<file path="src/design/tvsic_pkg.sv">
// Constants shared by the TV sound control-port slave and its helpers.
// Assumes a 200 MHz system clock; the two-wire link is oversampled.
package tvsic_pkg;

   // Command register file
   localparam int          NUM_REGS    = 46;
   localparam int          SUB_W       = 6;
   localparam logic [7:0]  LAST_SUB    = 8'h2D;
   localparam logic [4:0]  ADDR_PREFIX = 5'h16;

   // Multi-byte functions: carrier frequencies, three bytes each
   localparam int          GRP_LEN     = 3;
   localparam logic [7:0]  FREQ1_FIRST = 8'h03;
   localparam logic [7:0]  FREQ1_LAST  = 8'h05;
   localparam logic [7:0]  FREQ2_FIRST = 8'h06;
   localparam logic [7:0]  FREQ2_LAST  = 8'h08;
   localparam logic [2:0]  GRP_FULL    = 3'h7;

   // Subaddresses with their own power-up value; only SUB_MUTE is non-zero
   localparam logic [7:0]  SUB_MUTE    = 8'h12;
   localparam logic [7:0]  SUB_VOL_ML  = 8'h1A;
   localparam logic [7:0]  SUB_VOL_MR  = 8'h1B;
   localparam logic [7:0]  SUB_VOL_AL  = 8'h20;
   localparam logic [7:0]  SUB_VOL_AR  = 8'h21;

   // Power-up values; zero codes select FIRST_CARRIER_INPUT, AGC on, FM, flat tone
   localparam logic [7:0]  DEF_ZERO    = 8'h00;
   localparam logic [7:0]  DEF_MUTE    = 8'hFF;
   localparam logic [7:0]  DEF_VOL_OFF = 8'h00;

   // APB map, word index = byte address / 4
   localparam int          APB_AW      = 12;
   localparam logic [7:0]  IDX_CTRL    = 8'h30;
   localparam logic [7:0]  IDX_STATUS  = 8'h31;
   localparam logic [7:0]  IDX_DEVSTAT = 8'h32;
   localparam int          CTRL_INIT   = 0;
   localparam int          CTRL_STBY   = 1;
   localparam int          ST_BUSERR   = 0;
   localparam int          ST_PWRUP    = 1;
   localparam int          ST_BUSY     = 2;
   localparam int          ST_STBY     = 3;
   localparam int          ST_W        = 4;

   // Link speed ceiling, kbit/s, and the oversampling it implies
   localparam int          LINK_KBPS   = 400;
   localparam int          CLK_KHZ     = 200000;
   localparam int          CYC_PER_BIT = CLK_KHZ / LINK_KBPS;

   localparam logic [3:0]  PINS_IDLE   = 4'hF;

   function automatic logic [7:0] reg_default(input logic [7:0] sub);
      logic [7:0] val;
      val = DEF_ZERO;
      if (sub == SUB_MUTE)
         val = DEF_MUTE;
      if (sub == SUB_VOL_ML || sub == SUB_VOL_MR ||
          sub == SUB_VOL_AL || sub == SUB_VOL_AR)
         val = DEF_VOL_OFF;
      return val;
   endfunction : reg_default

endpackage : tvsic_pkg

</file>
<file path="src/design/tvsic_ctrl.sv">
// Two-wire control-port slave of a TV sound processor with APB access.
// Assumes scl/sda and the address straps are asynchronous pins and the
// APB master runs on clk_sys.
//
// Operation
// Answer address 10110 plus two strap pins
// Never react to the general call
// Fast-mode slave, master stays under 400k
// Keep serving transfers while in standby
// Control by register writes, status readable
// Power-up: outputs muted, no carrier, GPIO high
// Power-up: first input, AGC on, 0 dB
// Power-up: both demodulators FM, default identification
// Power-up: main channel FM, effects off, mute
// Power-up: auxiliary channel FM, mute, flat
// Power-up: feature outputs off, carrier-1 monitor
// Host reinitialises everything after power-up
// Forty-six subaddressed writable command registers
// Store, increment subaddress, acknowledge each byte
// Subaddress never wraps past the last
// Multi-byte functions commit only when complete
// Stop without acknowledge is a bus error
// Ack own write address and subaddress only; the code also acks its own read address
module tvsic_ctrl
   import tvsic_pkg::*;
(
   // Clock and reset
   input  wire logic              clk_sys,
   input  wire logic              rst,
   // Two-wire link
   input  wire logic              scl_in,
   input  wire logic              sda_in,
   output logic                   sda_out,
   output logic                   sda_oe,
   // Address straps
   input  wire logic              address_select_high_pin,
   input  wire logic              address_select_low_pin,
   // APB slave
   input  wire logic              psel,
   input  wire logic              penable,
   input  wire logic              pwrite,
   input  wire logic [APB_AW-1:0] paddr,
   input  wire logic [31:0]       pwdata,
   output logic      [31:0]       prdata,
   output logic                   pready,
   output logic                   pslverr,
   // Committed settings towards the audio core
   output logic                   cfg_wr_valid,
   output logic      [SUB_W-1:0]  cfg_wr_addr,
   output logic      [7:0]        cfg_wr_data,
   output logic                   standby
);

   typedef enum logic [3:0] {
      S_IDLE, S_ADDR, S_ACK_ADDR, S_SUB, S_ACK_SUB, S_DATA, S_ACK_DATA,
      S_READ, S_READ_ACK, S_READ_NEXT, S_IGNORE
   } tvsic_state_t;

   function automatic logic [7:0] grp_base(input logic [7:0] a);
      logic [7:0] b;
      b = a;
      if (a >= FREQ1_FIRST && a <= FREQ1_LAST)
         b = FREQ1_FIRST;
      if (a >= FREQ2_FIRST && a <= FREQ2_LAST)
         b = FREQ2_FIRST;
      return b;
   endfunction : grp_base

   function automatic logic in_group(input logic [7:0] a);
      return a >= FREQ1_FIRST && a <= FREQ2_LAST;
   endfunction : in_group

   // Synchronised pins
   logic [3:0]   pins_s;
   logic         scl_d;
   logic         sda_d;
   tvsic_state_t state;
   logic [3:0]   cnt;
   logic [7:0]   shreg;
   logic [7:0]   ptr;
   logic         rw;
   logic         rd_idx;
   logic [7:0]   tx;
   logic [7:0]   stg [GRP_LEN];
   logic [2:0]   stg_mask;
   logic [1:0]   cm_cnt;
   logic [7:0]   cm_base;
   logic         bus_err;
   logic         pwr_flag;
   logic         init_pulse;
   logic [7:0]   devstat;
   logic [7:0]   mem_rdata;

   tvsic_sync #(
      .WIDTH     (4),
      .RESET_VAL (PINS_IDLE)
   ) u_sync (
      .clk_sys  (clk_sys),
      .rst      (rst),
      .async_in ({scl_in, sda_in, address_select_high_pin,
                  address_select_low_pin}),
      .sync_out (pins_s)
   );

   wire       scl_s      = pins_s[3];
   wire       sda_s      = pins_s[2];
   wire [6:0] own_addr   = {ADDR_PREFIX, pins_s[1], pins_s[0]};
   wire       scl_rise   = scl_s & ~scl_d;
   wire       scl_fall   = ~scl_s & scl_d;
   wire       start_cond = scl_s & scl_d & sda_d & ~sda_s;
   wire       stop_cond  = scl_s & scl_d & ~sda_d & sda_s;
   // General call never equals own_addr, whose prefix is non-zero
   wire       addr_match = shreg[7:1] == own_addr;
   wire       in_rx      = state == S_ADDR || state == S_SUB ||
                           state == S_DATA;
   wire       byte_full  = cnt == 4'h8;
   wire       ptr_ok     = ptr <= LAST_SUB;
   wire       accept     = scl_fall && state == S_ACK_DATA;
   wire       acc_grp    = in_group(ptr);
   wire [7:0] acc_base   = grp_base(ptr);
   wire [1:0] acc_slot   = 2'(ptr - acc_base);
   wire [2:0] mask_next  = stg_mask | (3'h1 << acc_slot);
   wire       grp_done   = acc_grp && acc_slot == 2'(GRP_LEN - 1) &&
                           mask_next == GRP_FULL;
   // The stop's clock rise counts one; more means a torn byte
   wire       err_set    = stop_cond && in_rx && cnt > 4'h1;

   // Memory write selection: group commit or a single direct byte
   wire             cm_active = cm_cnt != 2'h0;
   wire [1:0]       cm_slot   = 2'(GRP_LEN - int'(cm_cnt));
   wire             direct_we = accept && !acc_grp;
   wire             mem_we    = (cm_active | direct_we) & ~init_pulse;
   wire [SUB_W-1:0] mem_waddr = cm_active ?
                                SUB_W'(cm_base + 8'(cm_slot)) :
                                SUB_W'(ptr);
   wire [7:0]       mem_wdata = cm_active ? stg[cm_slot] : shreg;

   // APB decode
   wire [7:0]  apb_idx    = paddr[9:2];
   wire        apb_hi_ok  = paddr[APB_AW-1:10] == '0;
   wire        is_cmd     = apb_hi_ok && int'(apb_idx) < NUM_REGS;
   wire        is_ctrl    = apb_hi_ok && apb_idx == IDX_CTRL;
   wire        is_stat    = apb_hi_ok && apb_idx == IDX_STATUS;
   wire        is_dev     = apb_hi_ok && apb_idx == IDX_DEVSTAT;
   wire        rd_ok      = is_cmd | is_ctrl | is_stat | is_dev;
   wire        wr_ok      = is_ctrl | is_stat | is_dev;
   wire        apb_access = psel & penable & ~pready;
   wire        apb_bad    = pwrite ? ~wr_ok : ~rd_ok;
   wire        apb_wr     = psel & penable & pready & pwrite & ~pslverr;
   wire [ST_W-1:0] status_bits;
   assign status_bits = {standby, state != S_IDLE, pwr_flag, bus_err};
   wire [7:0]  tx_byte    = rd_idx ? {4'h0, status_bits} : devstat;
   wire [31:0] rd_mux     = is_cmd  ? {24'h0, mem_rdata} :
                            is_ctrl ? {30'h0, standby, 1'b0} :
                            is_stat ? {28'h0, status_bits} :
                            is_dev  ? {24'h0, devstat} : 32'h0;
   wire        clr_err    = apb_wr && is_stat && pwdata[ST_BUSERR];
   wire        clr_pwr    = apb_wr && is_stat && pwdata[ST_PWRUP];

   tvsic_regmem u_mem (
      .clk_sys (clk_sys),
      .rst     (rst),
      .init    (init_pulse),
      .we      (mem_we),
      .waddr   (mem_waddr),
      .wdata   (mem_wdata),
      .raddr   (SUB_W'(apb_idx)),
      .rdata   (mem_rdata)
   );

   always_ff @(posedge clk_sys) begin
      if (rst) begin
         scl_d <= 1'b1;
         sda_d <= 1'b1;
      end else begin
         scl_d <= scl_s;
         sda_d <= sda_s;
      end
   end

   // Link state machine; no standby gating
   always_ff @(posedge clk_sys) begin
      if (rst) begin
         state   <= S_IDLE;
         cnt     <= 4'h0;
         shreg   <= 8'h00;
         ptr     <= 8'h00;
         rw      <= 1'b0;
         rd_idx  <= 1'b0;
         tx      <= 8'h00;
         sda_oe  <= 1'b0;
      end else if (start_cond) begin
         state  <= S_ADDR;
         cnt    <= 4'h0;
         sda_oe <= 1'b0;
      end else if (stop_cond) begin
         state  <= S_IDLE;
         sda_oe <= 1'b0;
      end else if (scl_rise) begin
         if (in_rx) begin
            shreg <= {shreg[6:0], sda_s};
            cnt   <= cnt + 4'h1;
         end else if (state == S_READ) begin
            cnt <= cnt + 4'h1;
         end else if (state == S_READ_ACK) begin
            // Master high on the ack bit ends the read
            state  <= sda_s ? S_IGNORE : S_READ_NEXT;
            rd_idx <= sda_s ? rd_idx : 1'b1;
         end
      end else if (scl_fall) begin
         unique case (state)
            S_ADDR: begin
               if (byte_full) begin
                  state  <= addr_match ? S_ACK_ADDR : S_IGNORE;
                  sda_oe <= addr_match;
                  rw     <= shreg[0];
               end
            end
            S_ACK_ADDR: begin
               cnt <= 4'h0;
               if (rw) begin
                  // Readable status for the host
                  state  <= S_READ;
                  rd_idx <= 1'b0;
                  tx     <= devstat;
                  sda_oe <= ~devstat[7];
               end else begin
                  state  <= S_SUB;
                  sda_oe <= 1'b0;
               end
            end
            S_SUB: begin
               if (byte_full) begin
                  ptr    <= shreg;
                  state  <= shreg <= LAST_SUB ? S_ACK_SUB : S_IGNORE;
                  sda_oe <= shreg <= LAST_SUB;
               end
            end
            S_ACK_SUB: begin
               state  <= S_DATA;
               cnt    <= 4'h0;
               sda_oe <= 1'b0;
            end
            S_DATA: begin
               if (byte_full) begin
                  // Past the last register: refuse, do not wrap
                  state  <= ptr_ok ? S_ACK_DATA : S_IGNORE;
                  sda_oe <= ptr_ok;
               end
            end
            S_ACK_DATA: begin
               state  <= S_DATA;
               cnt    <= 4'h0;
               sda_oe <= 1'b0;
               ptr    <= ptr + 8'h1;
            end
            S_READ: begin
               if (cnt < 4'h8)
                  sda_oe <= ~tx[3'(4'h7 - cnt)];
               else begin
                  sda_oe <= 1'b0;
                  state  <= S_READ_ACK;
               end
            end
            S_READ_NEXT: begin
               tx     <= tx_byte;
               sda_oe <= ~tx_byte[7];
               cnt    <= 4'h0;
               state  <= S_READ;
            end
            S_IDLE, S_READ_ACK, S_IGNORE: begin
               sda_oe <= 1'b0;
            end
         endcase
      end
   end

   // Staging for multi-byte functions; a stop or start drops a partial
   always_ff @(posedge clk_sys) begin
      if (rst || init_pulse || start_cond || stop_cond) begin
         stg_mask <= 3'h0;
      end else if (accept && acc_grp) begin
         stg[acc_slot] <= shreg;
         stg_mask      <= grp_done ? 3'h0 : mask_next;
      end
   end

   always_ff @(posedge clk_sys) begin
      if (rst || init_pulse) begin
         cm_cnt  <= 2'h0;
         cm_base <= 8'h00;
      end else if (accept && grp_done) begin
         cm_cnt  <= 2'(GRP_LEN);
         cm_base <= acc_base;
      end else if (cm_active) begin
         cm_cnt <= cm_cnt - 2'h1;
      end
   end

   // Stored byte announced to the audio core
   always_ff @(posedge clk_sys) begin
      if (rst) begin
         cfg_wr_valid <= 1'b0;
         cfg_wr_addr  <= '0;
         cfg_wr_data  <= 8'h00;
         sda_out      <= 1'b0;
      end else begin
         cfg_wr_valid <= mem_we;
         cfg_wr_addr  <= mem_waddr;
         cfg_wr_data  <= mem_wdata;
         sda_out      <= 1'b0;
      end
   end

   // Sticky flags: a set in the clear cycle wins
   always_ff @(posedge clk_sys) begin
      if (rst) begin
         bus_err  <= 1'b0;
         pwr_flag <= 1'b1;
      end else begin
         bus_err  <= (bus_err & ~clr_err) | err_set;
         pwr_flag <= (pwr_flag & ~clr_pwr) | init_pulse;
      end
   end

   always_ff @(posedge clk_sys) begin
      if (rst) begin
         pready  <= 1'b0;
         pslverr <= 1'b0;
         prdata  <= 32'h0;
      end else begin
         pready  <= apb_access;
         pslverr <= apb_access & apb_bad;
         prdata  <= (apb_access && !pwrite) ? rd_mux : 32'h0;
      end
   end

   always_ff @(posedge clk_sys) begin
      if (rst) begin
         standby    <= 1'b0;
         init_pulse <= 1'b0;
         devstat    <= 8'h00;
      end else begin
         init_pulse <= apb_wr && is_ctrl && pwdata[CTRL_INIT];
         if (apb_wr && is_ctrl)
            standby <= pwdata[CTRL_STBY];
         if (apb_wr && is_dev)
            devstat <= pwdata[7:0];
      end
   end

endmodule : tvsic_ctrl

</file>
<file path="src/design/tvsic_sync.sv">
// Two-flop synchroniser for a vector of unrelated pin levels.
// Assumes each bit may change at any time relative to clk_sys.
module tvsic_sync
   import tvsic_pkg::*;
#(
   parameter int               WIDTH     = 4,
   parameter logic [WIDTH-1:0] RESET_VAL = '1
) (
   // Clock and reset
   input  wire logic             clk_sys,
   input  wire logic             rst,
   // Levels
   input  wire logic [WIDTH-1:0] async_in,
   output logic      [WIDTH-1:0] sync_out
);

   logic [WIDTH-1:0] meta;

   // First stage feeds only the second
   always_ff @(posedge clk_sys) begin
      if (rst) begin
         meta     <= RESET_VAL;
         sync_out <= RESET_VAL;
      end else begin
         meta     <= async_in;
         sync_out <= meta;
      end
   end

endmodule : tvsic_sync

</file>
<file path="src/design/tvsic_regmem.sv">
// Command register store with power-up values and a registered read.
// Assumes one writer per cycle; init has priority over a write.
module tvsic_regmem
   import tvsic_pkg::*;
(
   // Clock and reset
   input  wire logic             clk_sys,
   input  wire logic             rst,
   input  wire logic             init,
   // Write port
   input  wire logic             we,
   input  wire logic [SUB_W-1:0] waddr,
   input  wire logic [7:0]       wdata,
   // Read port
   input  wire logic [SUB_W-1:0] raddr,
   output logic      [7:0]       rdata
);

   logic [7:0] store [NUM_REGS];

   always_ff @(posedge clk_sys) begin
      for (int i = 0; i < NUM_REGS; i++) begin
         if (rst || init)
            store[i] <= reg_default(8'(i));
         else if (we && int'(waddr) == i)
            store[i] <= wdata;
      end
   end

   always_ff @(posedge clk_sys) begin
      if (rst)
         rdata <= DEF_ZERO;
      else if (int'(raddr) < NUM_REGS)
         rdata <= store[raddr];
      else
         rdata <= DEF_ZERO;
   end

endmodule : tvsic_regmem

</file>
<file path="config.mk">
export PLATFORM = sky130hd
export DESIGN_NAME = tvsic_ctrl
export DESIGN_NICKNAME = d
export VERILOG_FILES = /design/src/design/tvsic_pkg.sv /design/src/design/tvsic_ctrl.sv /design/src/design/tvsic_sync.sv /design/src/design/tvsic_regmem.sv
export SDC_FILE = /design/constraint.sdc
export NUM_CORES = 1
export LEC_CHECK = 0
export BUFFER_PORTS_ARGS = -buffer_cell sky130_fd_sc_hd__buf_2
export CAP_MARGIN = 20
export CORE_UTILIZATION = 41
export CTS_CLUSTER_SIZE = 16
export DETAILED_ROUTE_END_ITERATION = 6
export PLACE_DENSITY = 0.56
export SYNTH_ARGS = -nofsm -noshare
export SYNTH_HDL_FRONTEND = slang
export SYNTH_SLANG_ARGS = --single-unit
</file>
<file path="constraint.sdc">
create_clock -name clk_sys -period 3.9 [get_ports clk_sys]
set_input_delay 0.585 -clock clk_sys [delete_from_list [all_inputs] [get_ports clk_sys]]
set_output_delay 0.585 -clock clk_sys [all_outputs]
set_load 0.03 [all_outputs]
</file>
======== Yosys cells after proc, flatten, opt, wreduce, memory -nomap -nowiden ========
Memories as Yosys holds them, arrays and structs flattened. A register that Yosys moved wholly into a read port is not among the register bits.
Index checks and enable logic that the tools add are counted.
operators by class
  $add $sub $neg .......................... 7
  magnitude comparators ................... 11
  eq/ne operators ......................... 82
  shift operators ......................... 1
  multiplexer cells ....................... 246
  bitwise gates (word level) .............. 90
  reductions and logical operators ........ 107
operator list
  operator            count
  $mux 8              56
  $eq 6x6->1 const B  30
  $mux 1              160
  $logic_and 1x1->1   68
  $mux 4              17
  $or 1x1->1          54
  $eq 6x5->1 const B  8
  $pmux 8 s2          2
  $pmux 4 s7          1
  $reduce_and 9->1    3
  $eq 6x4->1 const B  4
  $eq 8x6->1 const B  3
  $not 1->1           19
  $mux 6              3
  $reduce_and 6->1    3
  $and 1x1->1         16
  $eq 4x3->1 const B  4
  $eq 4x4->1 const B  4
  $le 8x6->1 const B  2
  $ne 2x2->1 const B  8
  $reduce_bool 2->1   8
  $ne 5x5->1 const B  3
  $eq 6x3->1 const B  2
  $ne 4x4->1 const B  3
  46 further kinds    63
word-level totals
  register bits ........................... 117
  bits in writable memories ............... 392
  input bits .............................. 53
  word-level logic and storage cells ...... 574
  memories kept ........................... 2
memories
  memory       depth  bits a word  read ports  clocked after Yosys merged registers in  write ports  RTL line            RTL
  u_mem.store  46     8            1           1                                        46           tvsic_regmem.sv:19  logic [7:0] store [NUM_REGS];
  stg          3      8            1           0                                        1            tvsic_ctrl.sv:84    logic [7:0] stg [GRP_LEN];

======== Longest topological paths before layout ========
  word-level depth ........................ 11
  mapped depth ............................ 12
  gate-level depth less buffers ........... 11

======== Modules after synthesis ========
Synthesis repeated with hierarchy kept, for this count alone.
unflattened totals
  cell total of the unflattened synthesis .. 1796
  area, all modules ....................... 23254.8 µm²
modules (own cells, without submodules)
  module        instances  cells each  area each (µm²)  seq. area each (µm²)
  tvsic_regmem  1          1175        17521.8          11210.8
  tvsic_ctrl    1          605         5522.8           2402.3
  tvsic_sync    1          16          210.2            160.2

======== Least setup slack after synthesis ========
Ideal clock, no wire load.
  path type ............................... register to register
  from .................................... register cm_cnt[1]
  to ...................................... memory u_mem.store[8][0], enable pin
  library setup time ...................... 384 ps
  data arrival time ....................... 3298 ps
  required time ........................... 3516 ps
  setup slack ............................. 218 ps
  stages on the path, launching flop included .. 11
  path buffers ............................ 3
  path through ............................ dfxtp_1 > clkbuf_1 > clkbuf_1 > inv_1 > ha_1 > a21o_1 > a211o_1 > a31oi_2 > nand2_2 > buf_4 > o21ai_0
RTL lines
  what                    RTL line            RTL
  start, declared         tvsic_ctrl.sv:86    logic [1:0] cm_cnt;
  start signal, assigned  tvsic_ctrl.sv:293   cm_cnt <= 2'(GRP_LEN);
  start signal, assigned  tvsic_ctrl.sv:296   cm_cnt <= cm_cnt - 2'h1;
  end, declared           tvsic_regmem.sv:19

==> flow_metrics.env <==
export IMPL_status="finished, final reports clean"
export IMPL_ys_flop_type="edfxtp_1"
export IMPL_p_leak_uw=0.00879
export IMPL_fin_tns_setup_ns=0
export IMPL_synth_edff_count=392
export IMPL_cts_resized_gates=0
export IMPL_path_cells="inv_1 -> ha_1 -> inv_1 -> fa_1 -> nand3b_1 -> xnor2_1 -> a21o_1 -> nand2_2 -> o21ai_0 -> buf_4"
export IMPL_mostFrequentLayoutCell="edfxtp_1"
export IMPL_peakVddDrop_mv=0.297
export IMPL_finalHoldViolations=0
export IMPL_worst_setup_path_type="flip-flop to flip-flop"
export IMPL_die_y_um=239
export IMPL_dieArea_um2=57100
export IMPL_period_needed_ns=3.55
export IMPL_numCtsBuffers=51
export IMPL_synth_seq_cells=492
export IMPL_areaGrowthSynthToFinish_pct=12.4
export IMPL_r2r_setup_slack_ns=0.35
export IMPL_cp_arrival_ns=3.85
export IMPL_critPathRequiredTime_ns=4.20
export IMPL_cp_max_fo=28
export IMPL_cts_hold_fix_buffers=0
export IMPL_min_from="scl_in"
export IMPL_syn_area_um2=23000
export IMPL_numPortBuffers=53
export IMPL_wl_per_cell_um=24.5
export IMPL_synth_warnings=0
export IMPL_yosysSeqAreaShare=0.598
export IMPL_syn_avg_cell_area_um2=12.3
export IMPL_whs_endpoint="u_sync.meta[3]"
export IMPL_cts_sinks=492
export IMPL_end_kind="flip-flop"
export IMPL_final_antenna_net_count=0
export IMPL_clk_latency_ns=0.60
export IMPL_min_period_over_period=0.911
export IMPL_vias=15600
export IMPL_synth_top_area_share=0.511
export IMPL_fillerInstances=5023
export IMPL_final_nets=2006
export IMPL_htreeDepth=2
export IMPL_power_density_nw_per_um2=499
export IMPL_r2r_end="u_mem.store[25][5]"
export IMPL_cts_path_max_buffers=3
export IMPL_dp_hpwl_um=44500
export IMPL_drc_errors=0
export IMPL_num_antenna_cells=0
export IMPL_synth_compound_area_frac=0.0714
export IMPL_drive_gt1_frac=0.196
export IMPL_wirelength_um=66600
export IMPL_most_common_layout_cells="392 x edfxtp_1, 352 x nor2_1, 114 x buf_4"
export IMPL_row_count=86
export IMPL_rr_worst_depth=10
export IMPL_ys_types=94
export IMPL_place_ws_ns=0.390
export IMPL_setup_ws_ns=0.347
export IMPL_max_stage_delay_ns=0.59
export IMPL_syn_instance_count=1872
export IMPL_cts_tree="yes"
export IMPL_reg2reg_from="cm_cnt[0]"
export IMPL_clk_pin_slew_ns=0.06
export IMPL_drtIter0Drc=1568
export IMPL_fin_skew_ns=0.0184
export IMPL_critical_path_slowest_cell="a21o_1"
export IMPL_yosys_mux_area_fraction=0.114
export IMPL_ios=105
export IMPL_start_util=0.416
export IMPL_synthSimpleGateAreaFrac=0.161
export IMPL_grt_overflow=0
export IMPL_multi_input_area_um2=8380
export IMPL_core_um2=55300
export IMPL_p_total_uw=12900
export IMPL_synthArstFlopShare=0
export IMPL_max_freq_mhz=281
export IMPL_postCtsSetupRepairBufs=0
export IMPL_tightest_slew_ns=1.02
export IMPL_grt_pass1_wl_um=97900
export IMPL_dr_pass1_iters=5
export IMPL_regArea_um2=13800
export IMPL_rsz0062_at_grt="false"
export IMPL_grt_max_degree=67
export IMPL_synth_adder_area_share=0.00957
export IMPL_slew_viol_final=0
export IMPL_vias_per_cell=5.73
export IMPL_drv_cap=0
export IMPL_synth_top_area_cell="edfxtp_1"
export IMPL_critPathMostFrequentCell="inv_1"
export IMPL_final_setup_viol_count=0
export IMPL_hold_depth=2
export IMPL_synth_top_family_by_area="simple AND/OR/NAND/NOR gates"
export IMPL_antenna_found_initial=1
export IMPL_hold_path_class="input port to flip-flop"
export IMPL_synth_area_top_cells="edfxtp_1 51%, dfxtp_1 8.7%, mux4_2 8.6%, nor2_1 5.8%, mux2i_1 2.5%"
export IMPL_chipWidth_um=239
export IMPL_synth_xor_area_frac=0.00228
export IMPL_gp_congestion=0.867
export IMPL_startpoint_type="flip-flop"
export IMPL_clock_root_buffer="clkbuf_16"
export IMPL_track_usage=0.234
export IMPL_maxSlewHeadroom=0.314
export IMPL_grt_pass1_vias=15200
how the worst max path moves through the flow:
stage	from	endpoint	slack, ns	cells after the start
2_1_floorplan	cm_cnt[1]	u_mem.store[8][0]	0.22	10
6_report	cm_cnt[0]	u_mem.store[25][5]	0.35	10
3_5_place_dp	cm_cnt[0]	u_mem.store[25][5]	0.39	10
5_1_grt	cm_cnt[0]	u_mem.store[24][1]	0.13	10
3_3_place_gp	cm_cnt[0]	u_mem.store[24][4]	0.46	10
4_1_cts	cm_cnt[0]	u_mem.store[25][1]	0.37	10
where the power goes:
part           internal, uW  total (uW)  leakage [uW]  switching, uW
logic                   631        2230       0.00322           1600
clock network          2650        4690      0.000770           2040
registers              5900        5980       0.00481           81.5
synthesized netlist by cell type (all sizes together) (8+ instances only):
| library cell | instances |
|---|---|
| nand2 | 109 |
| o211ai | 12 |
| nor3 | 112 |
| ha | 16 |
| nand3b | 13 |
| dfxtp | 100 |
| clkbuf | 88 |
| or2 | 16 |
| buf | 92 |
| edfxtp | 392 |
| or4 | 12 |
| a21oi | 60 |
| nand3 | 45 |
| inv | 20 |
| o21ai | 60 |
| nand2b | 20 |
| nand4 | 23 |
| o31ai | 10 |
| nor2 | 353 |
| nor4 | 8 |
| mux2i | 57 |
| a31oi | 9 |
| and2 | 10 |
| mux4 | 88 |
| a211oi | 17 |
| nor2b | 12 |
sequential cells by signal (all words and copies together), names as in the netlist, 2 cells and up:
| register | cells |
|---|---|
| cfg_wr_data | 8 |
| prdata | 8 |
| devstat | 8 |
| cfg_wr_addr | 6 |
| ptr | 8 |
| u_sync.sync_out | 4 |
| cm_base | 6 |
| u_sync.meta | 4 |
| state | 4 |
| cnt | 4 |
| u_mem.store | 368 |
| stg | 24 |
| tx | 8 |
| cm_cnt | 2 |
| shreg | 8 |
| stg_mask | 2 |
| u_mem.rdata | 8 |
critical path: cells and delay by family (launching register included):
| kind | cells | cell delay [ns] |
|---|---|---|
| AO/OA/AOI/OAI | 2 | 0.92 |
| buffers and inverters | 3 | 0.41 |
| XOR/XNOR | 1 | 0.29 |
| adder cells (fa/ha/maj) | 2 | 0.60 |
| AND/OR/NAND/NOR | 2 | 0.71 |
| flip-flops | 1 | 0.31 |
cell families after synthesis:
logic type	count (synthesis)
compound gates	239
simple gates	764
fa+ha+maj	17
other cells	1
flops	492
mux	152
buf+inv	201
xor+xnor	6
through the flow:
step	hold WS [ns]	area, um2	utilization	std cells
finish	0.168	25900	0.468	2724
detailed placement	0.396	24300	0.439	2631
CTS	0.141	25900	0.468	2724
global route	0.164	25900	0.468	2724
floorplan	0.389	23100	-	1896
global placement	0.393	24300	0.439	2631
layer usage:
layer | vias up | wire (um) | GRT usage
li1 | 7043 | - | -
met1 | 7879 | 28000 | 0.320
met2 | 589 | 32100 | 0.379
met3 | 100 | 4740 | 0.0440
met4 | 2 | 1710 | 0.0684
met5 | - | 15 | 0
layout make-up:
class | instances | share of cell area
Clock buffer | 69 | 0.0527
Clock inverter | 24 | 0.00793
Inverter | 21 | 0.00305
Multi-Input combinational cell | 1203 | 0.324
Sequential cell | 492 | 0.532
Tap cell | 748 | 0.0362
Timing Repair Buffer | 167 | 0.0441
No activity file was read; power rests on OpenSTA's default activity.
